### src/design/tuner_osc_cfg.svh
// Addresses, field positions, reset values and timing counts of the
// tuner oscillator configuration bank.
// Assumes the serial interface decodes the register address byte.
`ifndef TUNER_OSC_CFG_SVH
`define TUNER_OSC_CFG_SVH

`define TOC_ADDR_AUTOSEL 8'h01
`define TOC_ADDR_BAND 8'h02
`define TOC_ADDR_DETECT 8'h03
`define TOC_ADDR_MODE 8'h04

`define TOC_RST_AUTOSEL 8'hB3
`define TOC_RST_BAND 8'h29
`define TOC_RST_DETECT 8'h23
`define TOC_RST_MODE 8'h00

`define AS_START_BIT 6
`define AS_ENABLE_BIT 5
`define AS_PUMP_AUTO_BIT 4
`define AS_LATCH_BIT 3
`define AS_CONV_EN_BIT 2
`define AS_WAIT_HI 1
`define AS_WAIT_LO 0

`define BS_BAND_HI 6
`define BS_BAND_LO 5
`define BS_SUB_HI 4
`define BS_SUB_LO 1
`define BS_BIAS_BIT 0

`define DT_MODE_HI 7
`define DT_MODE_LO 6
`define DT_ATTACK_HI 5
`define DT_ATTACK_LO 3
`define DT_FILT_HI 2
`define DT_FILT_LO 0

`define MD_AMP_BYP_BIT 7
`define MD_FILT_BYP_BIT 6
`define MD_INJ_BIT 5

`define BAND_UNUSED 2'h3
`define SUB_MIN 4'h0
`define SUB_MAX 4'hF
`define TUNE_LOW 3'h0
`define TUNE_HIGH 3'h7

`define WAIT_CODE0 16'h3800
`define WAIT_CODE1 16'h6000
`define WAIT_CODE2 16'h8800
`define WAIT_CODE3 16'hB000
`define XTAL_DIV_DEF 3

`endif

### src/design/tuner_osc_pkg.sv
// Types shared by the tuner oscillator configuration bank.
// Assumes nothing of its surroundings.
package tuner_osc_pkg;
    typedef enum logic [3:0] {
        ST_IDLE = 4'b0001,
        ST_WAIT = 4'b0010,
        ST_CHECK = 4'b0100,
        ST_DONE = 4'b1000
    } autosel_state_t;
endpackage : tuner_osc_pkg

### src/design/osc_autoselect.sv
// Oscillator sub-band autoselect state machine; the band comes from the configuration.
// Assumes i_tune_code is already synchronised and i_xtal_tick is a
// one-cycle pulse per crystal period.
`timescale 1ns/1ps
`default_nettype none
`include "tuner_osc_cfg.svh"
module osc_autoselect
    import tuner_osc_pkg::*;
(
    input wire logic i_ref_clk,
    input wire logic i_srst,
    input wire logic i_xtal_tick,
    input wire logic i_enable,
    input wire logic i_start,
    input wire logic i_start_from_current,
    input wire logic [1:0] i_cfg_band,
    input wire logic [3:0] i_cfg_sub,
    input wire logic [15:0] i_wait_ticks,
    input wire logic [2:0] i_tune_code,
    output logic [1:0] o_band,
    output logic [3:0] o_sub_band,
    output logic o_busy,
    output logic o_done
);
    autosel_state_t state_r;
    autosel_state_t state_nxt;
    logic [15:0] cnt_r;
    logic wait_end;
    localparam logic [7:0] RST_BAND = `TOC_RST_BAND;

    assign wait_end = i_xtal_tick && (cnt_r == i_wait_ticks - 16'h0001);

    always_comb begin
        state_nxt = state_r;
        case (state_r)
            ST_IDLE: if (i_enable && i_start) state_nxt = ST_WAIT;
            ST_WAIT: begin
                if (!i_enable) state_nxt = ST_IDLE;
                else if (!i_start && wait_end) state_nxt = ST_CHECK;
            end
            ST_CHECK: begin
                if (!i_enable) state_nxt = ST_IDLE;
                else if (i_start) state_nxt = ST_WAIT;
                else if (i_tune_code == `TUNE_LOW && o_sub_band != `SUB_MIN)
                    state_nxt = ST_WAIT;
                else if (i_tune_code == `TUNE_HIGH && o_sub_band != `SUB_MAX)
                    state_nxt = ST_WAIT;
                else state_nxt = ST_DONE;
            end
            ST_DONE: begin
                if (!i_enable) state_nxt = ST_IDLE;
                else if (i_start) state_nxt = ST_WAIT;
            end
            default: state_nxt = ST_IDLE;
        endcase
    end

    always_ff @(posedge i_ref_clk) begin
        if (i_srst) begin
            state_r <= ST_IDLE;
            o_busy <= 1'b0;
            o_done <= 1'b0;
        end else begin
            state_r <= state_nxt;
            o_busy <= (state_nxt == ST_WAIT) || (state_nxt == ST_CHECK);
            o_done <= (state_nxt == ST_DONE);
        end
    end

    // The wait restarts on every start or sub-band step.
    always_ff @(posedge i_ref_clk) begin
        if (i_srst || state_nxt != ST_WAIT || state_r != ST_WAIT || i_start)
            cnt_r <= 16'h0000;
        else if (i_xtal_tick)
            cnt_r <= cnt_r + 16'h0001;
    end

    always_ff @(posedge i_ref_clk) begin
        if (i_srst) begin
            o_band <= RST_BAND[`BS_BAND_HI:`BS_BAND_LO];
            o_sub_band <= RST_BAND[`BS_SUB_HI:`BS_SUB_LO];
        end else if (!i_enable) begin
            // Unused band code keeps the oscillator that is running.
            if (i_cfg_band != `BAND_UNUSED) o_band <= i_cfg_band;
            o_sub_band <= i_cfg_sub;
        end else if (i_start && !i_start_from_current) begin
            if (i_cfg_band != `BAND_UNUSED) o_band <= i_cfg_band;
            o_sub_band <= i_cfg_sub;
        end else if (state_r == ST_CHECK && state_nxt == ST_WAIT && !i_start) begin
            if (i_tune_code == `TUNE_LOW) o_sub_band <= o_sub_band - 4'h1;
            else o_sub_band <= o_sub_band + 4'h1;
        end
    end

    property p_wait_bound;
        @(posedge i_ref_clk) disable iff (i_srst)
        state_r == ST_WAIT |-> cnt_r < i_wait_ticks;
    endproperty
    a_wait_bound: assert property (p_wait_bound)
        else $error("autoselect wait counter ran past its limit");

    property p_start_cfg;
        @(posedge i_ref_clk) disable iff (i_srst)
        i_enable && i_start && !i_start_from_current
            && i_cfg_band != `BAND_UNUSED
        |=> o_band == $past(i_cfg_band) && o_sub_band == $past(i_cfg_sub);
    endproperty
    a_start_cfg: assert property (p_start_cfg)
        else $error("autoselect did not start from the written band");

    c_done: cover property (@(posedge i_ref_clk) disable iff (i_srst)
        state_r == ST_CHECK ##1 state_r == ST_DONE);
endmodule : osc_autoselect
`default_nettype wire

### src/design/tuner_osc_config_regs.sv
// Register bank for oscillator autoselect, band select, detector and
// signal-path mode of the tuner, with the fields driven to the analog.
// Assumes the serial interface logic on i_ref_clk gives one-cycle write
// and read strobes with a decoded register address.
//
// Function
// - Start bit picks written band or band in use as autoselect start.
// - Autoselect enable runs the state machine; else manual band used.
// - Pump auto bit chooses automatic or manual charge-pump current.
// - Converter latch bit holds the converted value while one.
// - Converter enable bit allows reading the tuning converter.
// - Two wait bits give 14336, 24576, 34816 or 45056 crystal periods.
// - Band field picks oscillator 0, 1 or 2; code three unused.
// - Sub-band field picks one of sixteen sub-bands in binary.
// - Bias bit selects normal or low-power oscillator bias.
// - Detector mode field sets buffer output and gain loop mode.
// - Attack point field steps 2 dB from -66 dBm to -52 dBm.
// - Tracking filter field sets the filter centre, zero is minimum.
// - Mode bit 7 bypasses the third-stage variable-gain amplifier.
// - Mode bit 6 bypasses the optional RF filter.
// - Mode bit 5 selects low-side injection at one.
// - Manual pump codes give 1.5, 2, 2.5 or 3 mA.
// - Status field reports chosen pump current while automatic.
`timescale 1ns/1ps
`default_nettype none
`include "tuner_osc_cfg.svh"
module tuner_osc_config_regs
    import tuner_osc_pkg::*;
#(
    parameter int unsigned XTAL_DIV = `XTAL_DIV_DEF,
    parameter int unsigned WAIT_TICKS0 = `WAIT_CODE0,
    parameter int unsigned WAIT_TICKS1 = `WAIT_CODE1,
    parameter int unsigned WAIT_TICKS2 = `WAIT_CODE2,
    parameter int unsigned WAIT_TICKS3 = `WAIT_CODE3
) (
    input wire logic i_ref_clk,
    input wire logic i_srst,
    input wire logic i_wr_en,
    input wire logic i_rd_en,
    input wire logic [7:0] i_addr,
    input wire logic [7:0] i_wr_data,
    input wire logic [1:0] i_pump_current_manual,
    input wire logic [2:0] i_tune_adc,
    output logic [7:0] o_rd_data,
    output logic o_rd_valid,
    output logic [1:0] o_oscillator_band,
    output logic [3:0] o_current_sub_band,
    output logic o_oscillator_bias_mode,
    output logic o_autoselect_busy,
    output logic o_autoselect_done,
    output logic [1:0] o_pump_current,
    output logic [1:0] o_pump_current_readback,
    output logic [2:0] o_tuning_code,
    output logic [1:0] o_detector_buffer_mode,
    output logic [2:0] o_gain_attack_point,
    output logic [2:0] o_tracking_filter_centre,
    output logic o_third_stage_amp_bypass,
    output logic o_rf_filter_bypass,
    output logic o_injection_side_select
);
    // The tick divider and wait counters are 16 bits wide.
    if (XTAL_DIV < 1 || XTAL_DIV > 65536 || WAIT_TICKS0 < 1
        || WAIT_TICKS1 < 1 || WAIT_TICKS2 < 1 || WAIT_TICKS3 < 1
        || WAIT_TICKS0 > 65535 || WAIT_TICKS1 > 65535
        || WAIT_TICKS2 > 65535 || WAIT_TICKS3 > 65535) begin : g_bad_param
        $error("tuner_osc_config_regs: parameter out of range");
    end

    logic [7:0] autosel_r;
    logic [7:0] band_r;
    logic [7:0] detect_r;
    logic [7:0] mode_r;
    logic [15:0] xtal_cnt_r;
    logic xtal_tick_r;
    logic [15:0] wait_ticks_r;
    logic start_r;
    logic [2:0] adc_meta_r;
    logic [2:0] adc_sync_r;
    logic [2:0] adc_prev_r;
    logic [2:0] adc_code_r;
    logic wr_autosel;
    logic wr_band;
    logic pump_auto;
    localparam logic [7:0] RST_BAND = `TOC_RST_BAND;
    localparam logic [7:0] RST_DETECT = `TOC_RST_DETECT;

    assign wr_autosel = i_wr_en && i_addr == `TOC_ADDR_AUTOSEL;
    assign wr_band = i_wr_en && i_addr == `TOC_ADDR_BAND;
    assign pump_auto = autosel_r[`AS_PUMP_AUTO_BIT];

    // Factory bits are stored as written; the host owns their values.
    always_ff @(posedge i_ref_clk) begin
        if (i_srst) begin
            autosel_r <= `TOC_RST_AUTOSEL;
            band_r <= `TOC_RST_BAND;
            detect_r <= `TOC_RST_DETECT;
            mode_r <= `TOC_RST_MODE;
        end else if (i_wr_en) begin
            case (i_addr)
                `TOC_ADDR_AUTOSEL: autosel_r <= i_wr_data;
                `TOC_ADDR_BAND: band_r <= i_wr_data;
                `TOC_ADDR_DETECT: detect_r <= i_wr_data;
                `TOC_ADDR_MODE: mode_r <= i_wr_data;
                default: ;
            endcase
        end
    end

    // Addresses outside this bank answer zero; their owners answer too.
    always_ff @(posedge i_ref_clk) begin
        if (i_srst) begin
            o_rd_data <= 8'h00;
            o_rd_valid <= 1'b0;
        end else begin
            o_rd_valid <= i_rd_en;
            if (i_rd_en) begin
                case (i_addr)
                    `TOC_ADDR_AUTOSEL: o_rd_data <= autosel_r;
                    `TOC_ADDR_BAND: o_rd_data <= band_r;
                    `TOC_ADDR_DETECT: o_rd_data <= detect_r;
                    `TOC_ADDR_MODE: o_rd_data <= mode_r;
                    default: o_rd_data <= 8'h00;
                endcase
            end
        end
    end

    // Crystal period stand-in: one enable pulse every XTAL_DIV cycles.
    always_ff @(posedge i_ref_clk) begin
        if (i_srst) begin
            xtal_cnt_r <= 16'h0000;
            xtal_tick_r <= 1'b0;
        end else begin
            xtal_tick_r <= xtal_cnt_r == 16'(XTAL_DIV - 1);
            if (xtal_cnt_r == 16'(XTAL_DIV - 1)) xtal_cnt_r <= 16'h0000;
            else xtal_cnt_r <= xtal_cnt_r + 16'h0001;
        end
    end

    always_ff @(posedge i_ref_clk) begin
        if (i_srst) begin
            wait_ticks_r <= 16'(WAIT_TICKS3);
            start_r <= 1'b0;
        end else begin
            case (autosel_r[`AS_WAIT_HI:`AS_WAIT_LO])
                2'h0: wait_ticks_r <= 16'(WAIT_TICKS0);
                2'h1: wait_ticks_r <= 16'(WAIT_TICKS1);
                2'h2: wait_ticks_r <= 16'(WAIT_TICKS2);
                default: wait_ticks_r <= 16'(WAIT_TICKS3);
            endcase
            // A write to either steering register restarts the search.
            start_r <= wr_autosel || wr_band;
        end
    end

    // The converter code comes from analog comparators, so it is synced.
    always_ff @(posedge i_ref_clk) begin
        if (i_srst) begin
            adc_meta_r <= 3'h0;
            adc_sync_r <= 3'h0;
            adc_prev_r <= 3'h0;
            adc_code_r <= 3'h0;
        end else begin
            adc_meta_r <= i_tune_adc;
            adc_sync_r <= adc_meta_r;
            adc_prev_r <= adc_sync_r;
            // Bits may settle apart, so a code is taken once two samples agree.
            if (adc_sync_r == adc_prev_r) adc_code_r <= adc_sync_r;
        end
    end

    always_ff @(posedge i_ref_clk) begin
        if (i_srst)
            o_tuning_code <= 3'h0;
        else if (!autosel_r[`AS_CONV_EN_BIT])
            o_tuning_code <= 3'h0;
        else if (!autosel_r[`AS_LATCH_BIT])
            o_tuning_code <= adc_code_r;
    end

    osc_autoselect u_autoselect (
        .i_ref_clk(i_ref_clk),
        .i_srst(i_srst),
        .i_xtal_tick(xtal_tick_r),
        .i_enable(autosel_r[`AS_ENABLE_BIT]),
        .i_start(start_r),
        .i_start_from_current(autosel_r[`AS_START_BIT]),
        .i_cfg_band(band_r[`BS_BAND_HI:`BS_BAND_LO]),
        .i_cfg_sub(band_r[`BS_SUB_HI:`BS_SUB_LO]),
        .i_wait_ticks(wait_ticks_r),
        .i_tune_code(adc_code_r),
        .o_band(o_oscillator_band),
        .o_sub_band(o_current_sub_band),
        .o_busy(o_autoselect_busy),
        .o_done(o_autoselect_done)
    );

    // Automatic pump current grows with the sub-band in use, since upper
    // sub-bands tune with less gain; it only has effect with the converter
    // and autoselect running, which the host must arrange.
    always_ff @(posedge i_ref_clk) begin
        if (i_srst) begin
            o_pump_current <= 2'h0;
            o_pump_current_readback <= 2'h0;
        end else if (pump_auto) begin
            o_pump_current <= o_current_sub_band[3:2];
            o_pump_current_readback <= o_current_sub_band[3:2];
        end else begin
            o_pump_current <= i_pump_current_manual;
            o_pump_current_readback <= 2'h0;
        end
    end

    always_ff @(posedge i_ref_clk) begin
        if (i_srst) begin
            o_oscillator_bias_mode <= RST_BAND[`BS_BIAS_BIT];
            o_detector_buffer_mode <= RST_DETECT[`DT_MODE_HI:`DT_MODE_LO];
            o_gain_attack_point <= RST_DETECT[`DT_ATTACK_HI:`DT_ATTACK_LO];
            o_tracking_filter_centre <= RST_DETECT[`DT_FILT_HI:`DT_FILT_LO];
            o_third_stage_amp_bypass <= 1'b0;
            o_rf_filter_bypass <= 1'b0;
            o_injection_side_select <= 1'b0;
        end else begin
            o_oscillator_bias_mode <= band_r[`BS_BIAS_BIT];
            o_detector_buffer_mode <=
                detect_r[`DT_MODE_HI:`DT_MODE_LO];
            o_gain_attack_point <=
                detect_r[`DT_ATTACK_HI:`DT_ATTACK_LO];
            o_tracking_filter_centre <=
                detect_r[`DT_FILT_HI:`DT_FILT_LO];
            o_third_stage_amp_bypass <= mode_r[`MD_AMP_BYP_BIT];
            o_rf_filter_bypass <= mode_r[`MD_FILT_BYP_BIT];
            o_injection_side_select <= mode_r[`MD_INJ_BIT];
        end
    end

    property p_write_read;
        @(posedge i_ref_clk) disable iff (i_srst)
        i_wr_en && i_addr == `TOC_ADDR_DETECT ##1
            i_rd_en && i_addr == `TOC_ADDR_DETECT && !i_wr_en
        |=> o_rd_valid && o_rd_data == $past(i_wr_data, 2);
    endproperty
    a_write_read: assert property (p_write_read)
        else $error("register did not return the written byte");

    property p_manual_band;
        @(posedge i_ref_clk) disable iff (i_srst)
        !autosel_r[`AS_ENABLE_BIT] && $stable(band_r)
            && band_r[`BS_BAND_HI:`BS_BAND_LO] != `BAND_UNUSED
        |=> o_oscillator_band == $past(band_r[`BS_BAND_HI:`BS_BAND_LO])
            && o_current_sub_band == $past(band_r[`BS_SUB_HI:`BS_SUB_LO]);
    endproperty
    a_manual_band: assert property (p_manual_band)
        else $error("manual band or sub-band not applied");

    property p_pump_manual;
        @(posedge i_ref_clk) disable iff (i_srst)
        !pump_auto |=> o_pump_current == $past(i_pump_current_manual)
            && o_pump_current_readback == 2'h0;
    endproperty
    a_pump_manual: assert property (p_pump_manual)
        else $error("manual pump current not followed");

    property p_pump_auto;
        @(posedge i_ref_clk) disable iff (i_srst)
        pump_auto |=> o_pump_current_readback == o_pump_current;
    endproperty
    a_pump_auto: assert property (p_pump_auto)
        else $error("pump readback differs from chosen current");

    property p_latch_hold;
        @(posedge i_ref_clk) disable iff (i_srst)
        autosel_r[`AS_LATCH_BIT] && autosel_r[`AS_CONV_EN_BIT]
            ##1 autosel_r[`AS_LATCH_BIT] && autosel_r[`AS_CONV_EN_BIT]
        |=> $stable(o_tuning_code);
    endproperty
    a_latch_hold: assert property (p_latch_hold)
        else $error("latched converter value moved");

    property p_conv_off;
        @(posedge i_ref_clk) disable iff (i_srst)
        !autosel_r[`AS_CONV_EN_BIT] |=> o_tuning_code == 3'h0;
    endproperty
    a_conv_off: assert property (p_conv_off)
        else $error("converter read while disabled");

    property p_mode_bits;
        @(posedge i_ref_clk) disable iff (i_srst)
        i_wr_en && i_addr == `TOC_ADDR_MODE |=> ##1
            o_injection_side_select == $past(i_wr_data[`MD_INJ_BIT], 2)
            && o_rf_filter_bypass == $past(i_wr_data[`MD_FILT_BYP_BIT], 2)
            && o_third_stage_amp_bypass
                == $past(i_wr_data[`MD_AMP_BYP_BIT], 2);
    endproperty
    a_mode_bits: assert property (p_mode_bits)
        else $error("mode bits not driven two cycles after write");

    property p_detect_fields;
        @(posedge i_ref_clk) disable iff (i_srst)
        i_wr_en && i_addr == `TOC_ADDR_DETECT |=> ##1
            {o_detector_buffer_mode, o_gain_attack_point,
             o_tracking_filter_centre} == $past(i_wr_data, 2);
    endproperty
    a_detect_fields: assert property (p_detect_fields)
        else $error("detector fields not driven after write");

    property p_bias;
        @(posedge i_ref_clk) disable iff (i_srst)
        wr_band |=> ##1 o_oscillator_bias_mode
            == $past(i_wr_data[`BS_BIAS_BIT], 2);
    endproperty
    a_bias: assert property (p_bias)
        else $error("bias mode not driven after write");

    c_auto_pump: cover property (@(posedge i_ref_clk) disable iff (i_srst)
        pump_auto && o_pump_current_readback != 2'h0);
    c_latched: cover property (@(posedge i_ref_clk) disable iff (i_srst)
        autosel_r[`AS_LATCH_BIT] && autosel_r[`AS_CONV_EN_BIT]
            && o_tuning_code != 3'h0);
    c_read: cover property (@(posedge i_ref_clk) disable iff (i_srst)
        o_rd_valid && o_rd_data == autosel_r);
endmodule : tuner_osc_config_regs
`default_nettype wire

### config.mk
export PLATFORM = sky130hd
export DESIGN_NAME = tuner_osc_config_regs
export DESIGN_NICKNAME = d
export VERILOG_FILES = /design/src/design/tuner_osc_pkg.sv /design/src/design/osc_autoselect.sv /design/src/design/tuner_osc_config_regs.sv
export VERILOG_INCLUDE_DIRS = /design/src /design/src/design
export SDC_FILE = /design/constraint.sdc
export NUM_CORES = 1
export LEC_CHECK = 0
export BUFFER_PORTS_ARGS = -buffer_cell sky130_fd_sc_hd__buf_2
export CAP_MARGIN = 20
export CORE_AREA = 2 2 105 107
export DETAILED_ROUTE_END_ITERATION = 10
export DIE_AREA = 0 0 107 109
export PLACE_DENSITY = 0.69
export SLEW_MARGIN = 30
export SYNTH_ARGS = -nofsm -noshare
export SYNTH_HDL_FRONTEND = slang
export SYNTH_SLANG_ARGS = --single-unit
export TNS_END_PERCENT = 20
### constraint.sdc
create_clock -name i_ref_clk -period 2.8 [get_ports i_ref_clk]
set_clock_uncertainty 0.15 [all_clocks]
set_input_delay 0.14 -clock i_ref_clk [delete_from_list [all_inputs] [get_ports i_ref_clk]]
set_output_delay 0.14 -clock i_ref_clk [all_outputs]
set_load 0.01 [all_outputs]
### Word-level counts from Yosys, hierarchy flattened

Index checks and enable logic that the tools add are counted.
W data, S select, Z words.

* memories: 0
* bits of input ports: 25
* output and inout port bits: 36
* memory bits (writable): 0
* flip-flop bits (word level): 134
* latch bits: 0
* word-level logic and storage cells: 107
* bits in read-only memories: 0

* divide/modulo/power cells: 0
* bitwise operators: 2
* muxes and demuxes: 20
* $add $sub $neg: 5
* shift-type cells: 0
* equality and inequality tests: 23
* order comparisons: 0
* reductions and logical operators: 27
* multiply operators: 0

Operators by type and width (number)
* $mux W4: 13
* $pmux W16 S3: 1
* $add A16 B1 Y16 const B: 2
* $pmux W8 S4: 1
* $eq A16 B16 Y1: 1
* $eq A16 B2 Y1 const B: 1
* $eq A8 B2 Y1 const B: 2
* $pmux W4 S4: 1
* $sub A16 B1 Y16 const B: 1
* $logic_and A1 B1 Y1: 10
* $eq A4 B2 Y1 const B: 2
* $eq A4 B3 Y1 const B: 2
* $eq A4 B4 Y1 const B: 2
* $eq A8 B1 Y1 const B: 1
* $eq A8 B3 Y1 const B: 1
* $mux W2: 4
* $ne A4 B2 Y1 const B: 2
* $reduce_and A2 Y1: 4
* $reduce_or A2 Y1: 3
* $logic_or A1 B1 Y1: 5
* $add A4 B1 Y4 const B: 1
* $eq A4 B1 Y1 const B: 1
* $ne A4 B4 Y1 const B: 1
* $reduce_bool A4 Y1: 1
* other kinds (12): 14

### Depth between registers and ports, before layout

* depth in word-level cells: 13
* mapped depth: 8

### By module

Synthesis repeated with hierarchy kept, for this count alone.

* cells, all modules: 621
* area total of the unflattened synthesis: 5604.1 um^2

By module, submodules not included
* tuner_osc_config_regs: cells each 377, area an instance 3595.9 um^2, seq. area each 1901.8 um^2, instances 1
* osc_autoselect: cells each 244, area an instance 2008.2 um^2, seq. area each 560.5 um^2, instances 1

### Worst setup path after synthesis

OpenSTA, ideal clock, no wires.

* path type: register to register
* start: register adc_code_r[0]
* end: register u_autoselect.o_sub_band[3]
* data arrival time: 1.887 ns
* slack: 0.678 ns
* clock period less this slack: 2.122 ns
* path buffers: 0
* cell stages (with the launch flop): 9
* cell sequence: dfxtp_1 or3_1 inv_1 ha_1 a21oi_1 a21oi_1 nor4_1 xnor2_1 a211oi_1

* cells in the longest elaborated chain, start to end: 11

RTL lines
* start: declaration: line tuner_osc_config_regs.sv:80 `logic [2:0] adc_code_r;`
* start signal: assignment: line tuner_osc_config_regs.sv:168 `if (adc_sync_r == adc_prev_r) adc_code_r <= adc_sync_r;`
* $eq A3 B3 Y1 (no line)
* $logic_and A1 B1 Y1 (no line)
* $mux W4: line osc_autoselect.sv:46 `` else if (i_tune_code == `TUNE_HIGH && o_sub_band != `SUB_MAX) ``
* $mux W4: line osc_autoselect.sv:44 `` else if (i_tune_code == `TUNE_LOW && o_sub_band != `SUB_MIN) ``
* $mux W4: line osc_autoselect.sv:43 `else if (i_start) state_nxt = ST_WAIT;`
* $mux W4: line osc_autoselect.sv:42 `if (!i_enable) state_nxt = ST_IDLE;`
* $pmux W4 S4: line osc_autoselect.sv:35 `case (state_r)`
* $eq A4 B2 Y1: line osc_autoselect.sv:89 `end else if (state_r == ST_CHECK && state_nxt == ST_WAIT && !i_start) begin`
* $logic_and A1 B1 Y1 (2 in series): line osc_autoselect.sv:89
* $ne A3 B1 Y1 (no line)
* end signal: assignment: line osc_autoselect.sv:88 `o_sub_band <= i_cfg_sub;`
* end signal: assignment: line osc_autoselect.sv:90 `` if (i_tune_code == `TUNE_LOW) o_sub_band <= o_sub_band - 4'h1; ``
* end signal: assignment: line osc_autoselect.sv:91 `else o_sub_band <= o_sub_band + 4'h1;`
* end: declaration: line osc_autoselect.sv:21 `output logic [3:0] o_sub_band,`

Several ways; a longest one is shown, not always the timed one. The select of a mux whose other input is x is not followed.
A chain may end at the register's enable or synchronous reset.

### Worst setup path after layout

Same ends and word-level chain as after synthesis.

==> run_results.csv <==
group,metric,value,unit
synthesis,synth_enable_flop_cells,0,
layout,n_antenna_cell,0,
floorplanning,die_w,107,um
synthesis,synth_common_cells,"dfxtp_1, nor2_1, mux2i_1",
clocking,cts_buffers,17,
setup_path,reg2reg_depth,8,
setup_path,criticalPathCategory,"reg2reg",
setup_path,critical_path_required,3080,ps
layout,final_nets,660,
global_routing,grt_pass1_wl,17900,um
global_routing,grt_pass1_vias,3827,
synthesis,seq_area_frac_synth,0.477,
sta,fin_ws,437,ps
sta,worstMarginPinSlew,593,ps
synthesis,synth.most_common_cell,"dfxtp_1",
floorplanning,initial_utilization,0.487,
placement,gp_congestion,0.823,
clocking,cts.reportedPaths.clkPinSlew,60,ps
synthesis,syn_nets,579,
clocking,cts_tree,"done",
synthesis,synth_area_per_cell,9.53,sq um
detailed_routing,firstDrtPassIters,5,
clocking,postCtsSetupBuffers,0,
detailed_routing,drt_wl_total,10700,um
setup_path,crit_chain,"or3_1, inv_1, ha_1, a21oi_1, a21oi_1, nor4_1, xnor2_1, a211oi_1",
floorplanning,io_pins,61,
sta,rsz0062_at_grt,"no",
detailed_routing,drt-vias-per-instance,5.16,
sta,finalCritPeriodShare,0.844,
synthesis,synthCells,542,
setup_path,cp-end-kind,"flop",
clocking,cts_root_buf,"clkbuf_8",
floorplanning,floorplan.die_area,11700,sq um
detailed_routing,wl_per_cell,13.8,um
power,peakVddDrop,0.346,mV
setup_path,crit_arrival,2640,ps
synthesis,synth_top_cell_area_share,0.477,
detailed_routing,antenna_left,0,
placement,post-place-cells,725,
synthesis,synthArstFlopShare,0,
setup_path,cpMostUsedCell,"a21oi_1",
synthesis,syn_area,5160,sq um
global_routing,grt-ovfl-total,0,
detailed_routing,dr_total_vias,4000,
clocking,cts_sinks,123,
sta,min_period,2360,ps
placement,pre_cts_ws,471,ps
sta,fin_tns_setup,0,ps
synthesis,synth.area.top_cells,"dfxtp_1, mux2i_1, nor2_1",
sta,setup_viol,0,
clocking,clock_latency,520,ps
setup_path,cp_top_family,"simple AND/OR/NAND/NOR gates",
min_path,holdPathStages,4,
detailed_routing,first_iter_violations,200,
setup_path,worstPathMaxFanout,4,
setup_path,crit_slowest_cell,"or3_1",
floorplanning,std_cell_rows,38,
layout,post_layout_nonfiller_instances,775,
placement,detailed_place_hpwl,7360,um
sta,hold_viol_final,0,
global_routing,grt_max_degree,46,
power,p_leak,2.67,nW
layout,area_delta_synth_final,23.3,%
power,powerDensity,638,nW/um^2
min_path,hold_path.class,"in2reg",
status,run_status,"complete, no violations",
floorplanning,core_area,10600,sq um
global_routing,grt_usage,0.193,
setup_path,slowest_delay,450,ps
clocking,clockBufferDepth,2,
sta,slew_headroom,0.605,
synthesis,synthDistinctLibCells,50,
synthesis,ys_ff_latch,123,
placement,portBuffers,60,
layout,fillers,875,
synthesis,ys.warnings.count,0,
detailed_routing,drc,0,
clocking,cts_resized,0,
setup_path,cp-start-kind,"flop",
sta,timing.hold.ws,14.9,ps
power,total_power,4.06,mW
sta,slew_violations,0,
clocking,cts-htree-levels,4,
synthesis,synth-main-ff-cell,"dfxtp_1",
layout,drive_gt1_frac,0.192,
sta,fmax,0.423,GHz
global_routing,antenna_found_initial,0,
floorplanning,die_y,109,um
synthesis,synth_area_leader_cell,"dfxtp_1",
flow_run,maxCapViolCount,0,
setup_path,path_depth,8,
setup_path,worst-path-buf-inv,1,
## worst min-delay path, cell delays in order
cell     delay, ps
buf_2          140
nor4b_4         80
a22oi_1        160
o21ai_0        110
## routing by layer
metal | wire length, um | track usage | share of wire
met5 | 0 | 0 | 0
met2 | 5080 | 0.310 | 0.48
met1 | 5010 | 0.248 | 0.47
met3 | 508 | 0.0592 | 0.048
met4 | 84 | 0.0677 | 0.0079
## cells in the final DEF, fill, tap and decap left out, types with 3 or more instances in the layout
cell type and instances:
and4_1 3, ha_1 11, a22o_1 8, nor4_1 7, and3b_1 3, buf_2 60
or2_2 4, and3_1 7, dfxtp_1 123, nor2_1 75, nor3_1 17, nand4_1 11
xor2_1 25, buf_4 9, clkinvlp_4 3, nor4b_1 3, mux2_2 8, mux2i_1 29
nor2b_1 27, and2_2 3, nand3_1 13, a211o_1 11, o21ai_0 15, clkinv_2 3
inv_1 18, clkbuf_16 16, nand2b_1 7, a22oi_1 9, xnor2_1 19, clkbuf_8 5
nand2_1 24, dlygate4sd3_1 19, a21oi_1 9
## cells by family (layout without fill, tap and decap cells)
logic type               count (synthesis)  after routing  share of synthesized area
flip-flops                             123            123                      0.477
multiplexers                            37             37                     0.0737
AO/OA/AOI/OAI                           65             65                     0.0889
XOR/XNOR                                44             44                     0.0746
AND/OR/NAND/NOR                        216            216                      0.219
buffers and inverters                   45            138                     0.0366
adder cells (fa/ha/maj)                 12             12                     0.0305
## layout make-up
class                           instances  area [sq um]  area share
Clock buffer                           21           469      0.0737
Timing Repair Buffer                   88           558      0.0877
Tap cell                              140           175      0.0275
Sequential cell                       123          2460       0.387
Clock inverter                         10           115      0.0181
Multi-Input combinational cell        374          2510       0.395
Inverter                               19          73.8      0.0116
## through the flow
stage,instance area (sq um),util
4_1_cts,6370,0.600
2_1_floorplan,5160,-
3_3_place_gp,5590,0.527
6_report,6370,0.600
3_5_place_dp,5590,0.527
5_1_grt,6370,0.600
## flip-flops by register name, indices dropped and copies added (netlist names), 4 cells and up
register,count
mode_r,8
xtal_cnt_r,16
wait_ticks_r,5
o_rd_data,8
autosel_r,8
u_autoselect.cnt_r,16
band_r,8
detect_r,8
u_autoselect.state_r,4
u_autoselect.o_sub_band,4
## path summary, 6_finish.rpt
path / startpoint / endpoint / slack (ps)
worst max register to register: adc_code_r[0] / u_autoselect.o_sub_band[3] / 440
worst min register to register: adc_meta_r[0] / adc_sync_r[0] / 280
worst max-delay path: adc_code_r[0] / u_autoselect.o_sub_band[3] / 440
worst min-delay path: i_addr[2] / o_rd_data[7] / 10
## power breakdown
| group | total (mW) | internal, mW | switching [mW] |
|---|---|---|---|
| Clock | 2.11 | 1.35 | 0.758 |
| Combinational | 0.159 | 0.0724 | 0.0863 |
| Sequential | 1.79 | 1.77 | 0.0188 |
## what timing repair did
action                                 CTS  global route
setup endpoints to repair                0             0
endpoints found under the hold margin   57             0
hold buffers                            19             0
(Power assumes the default switching activity.)
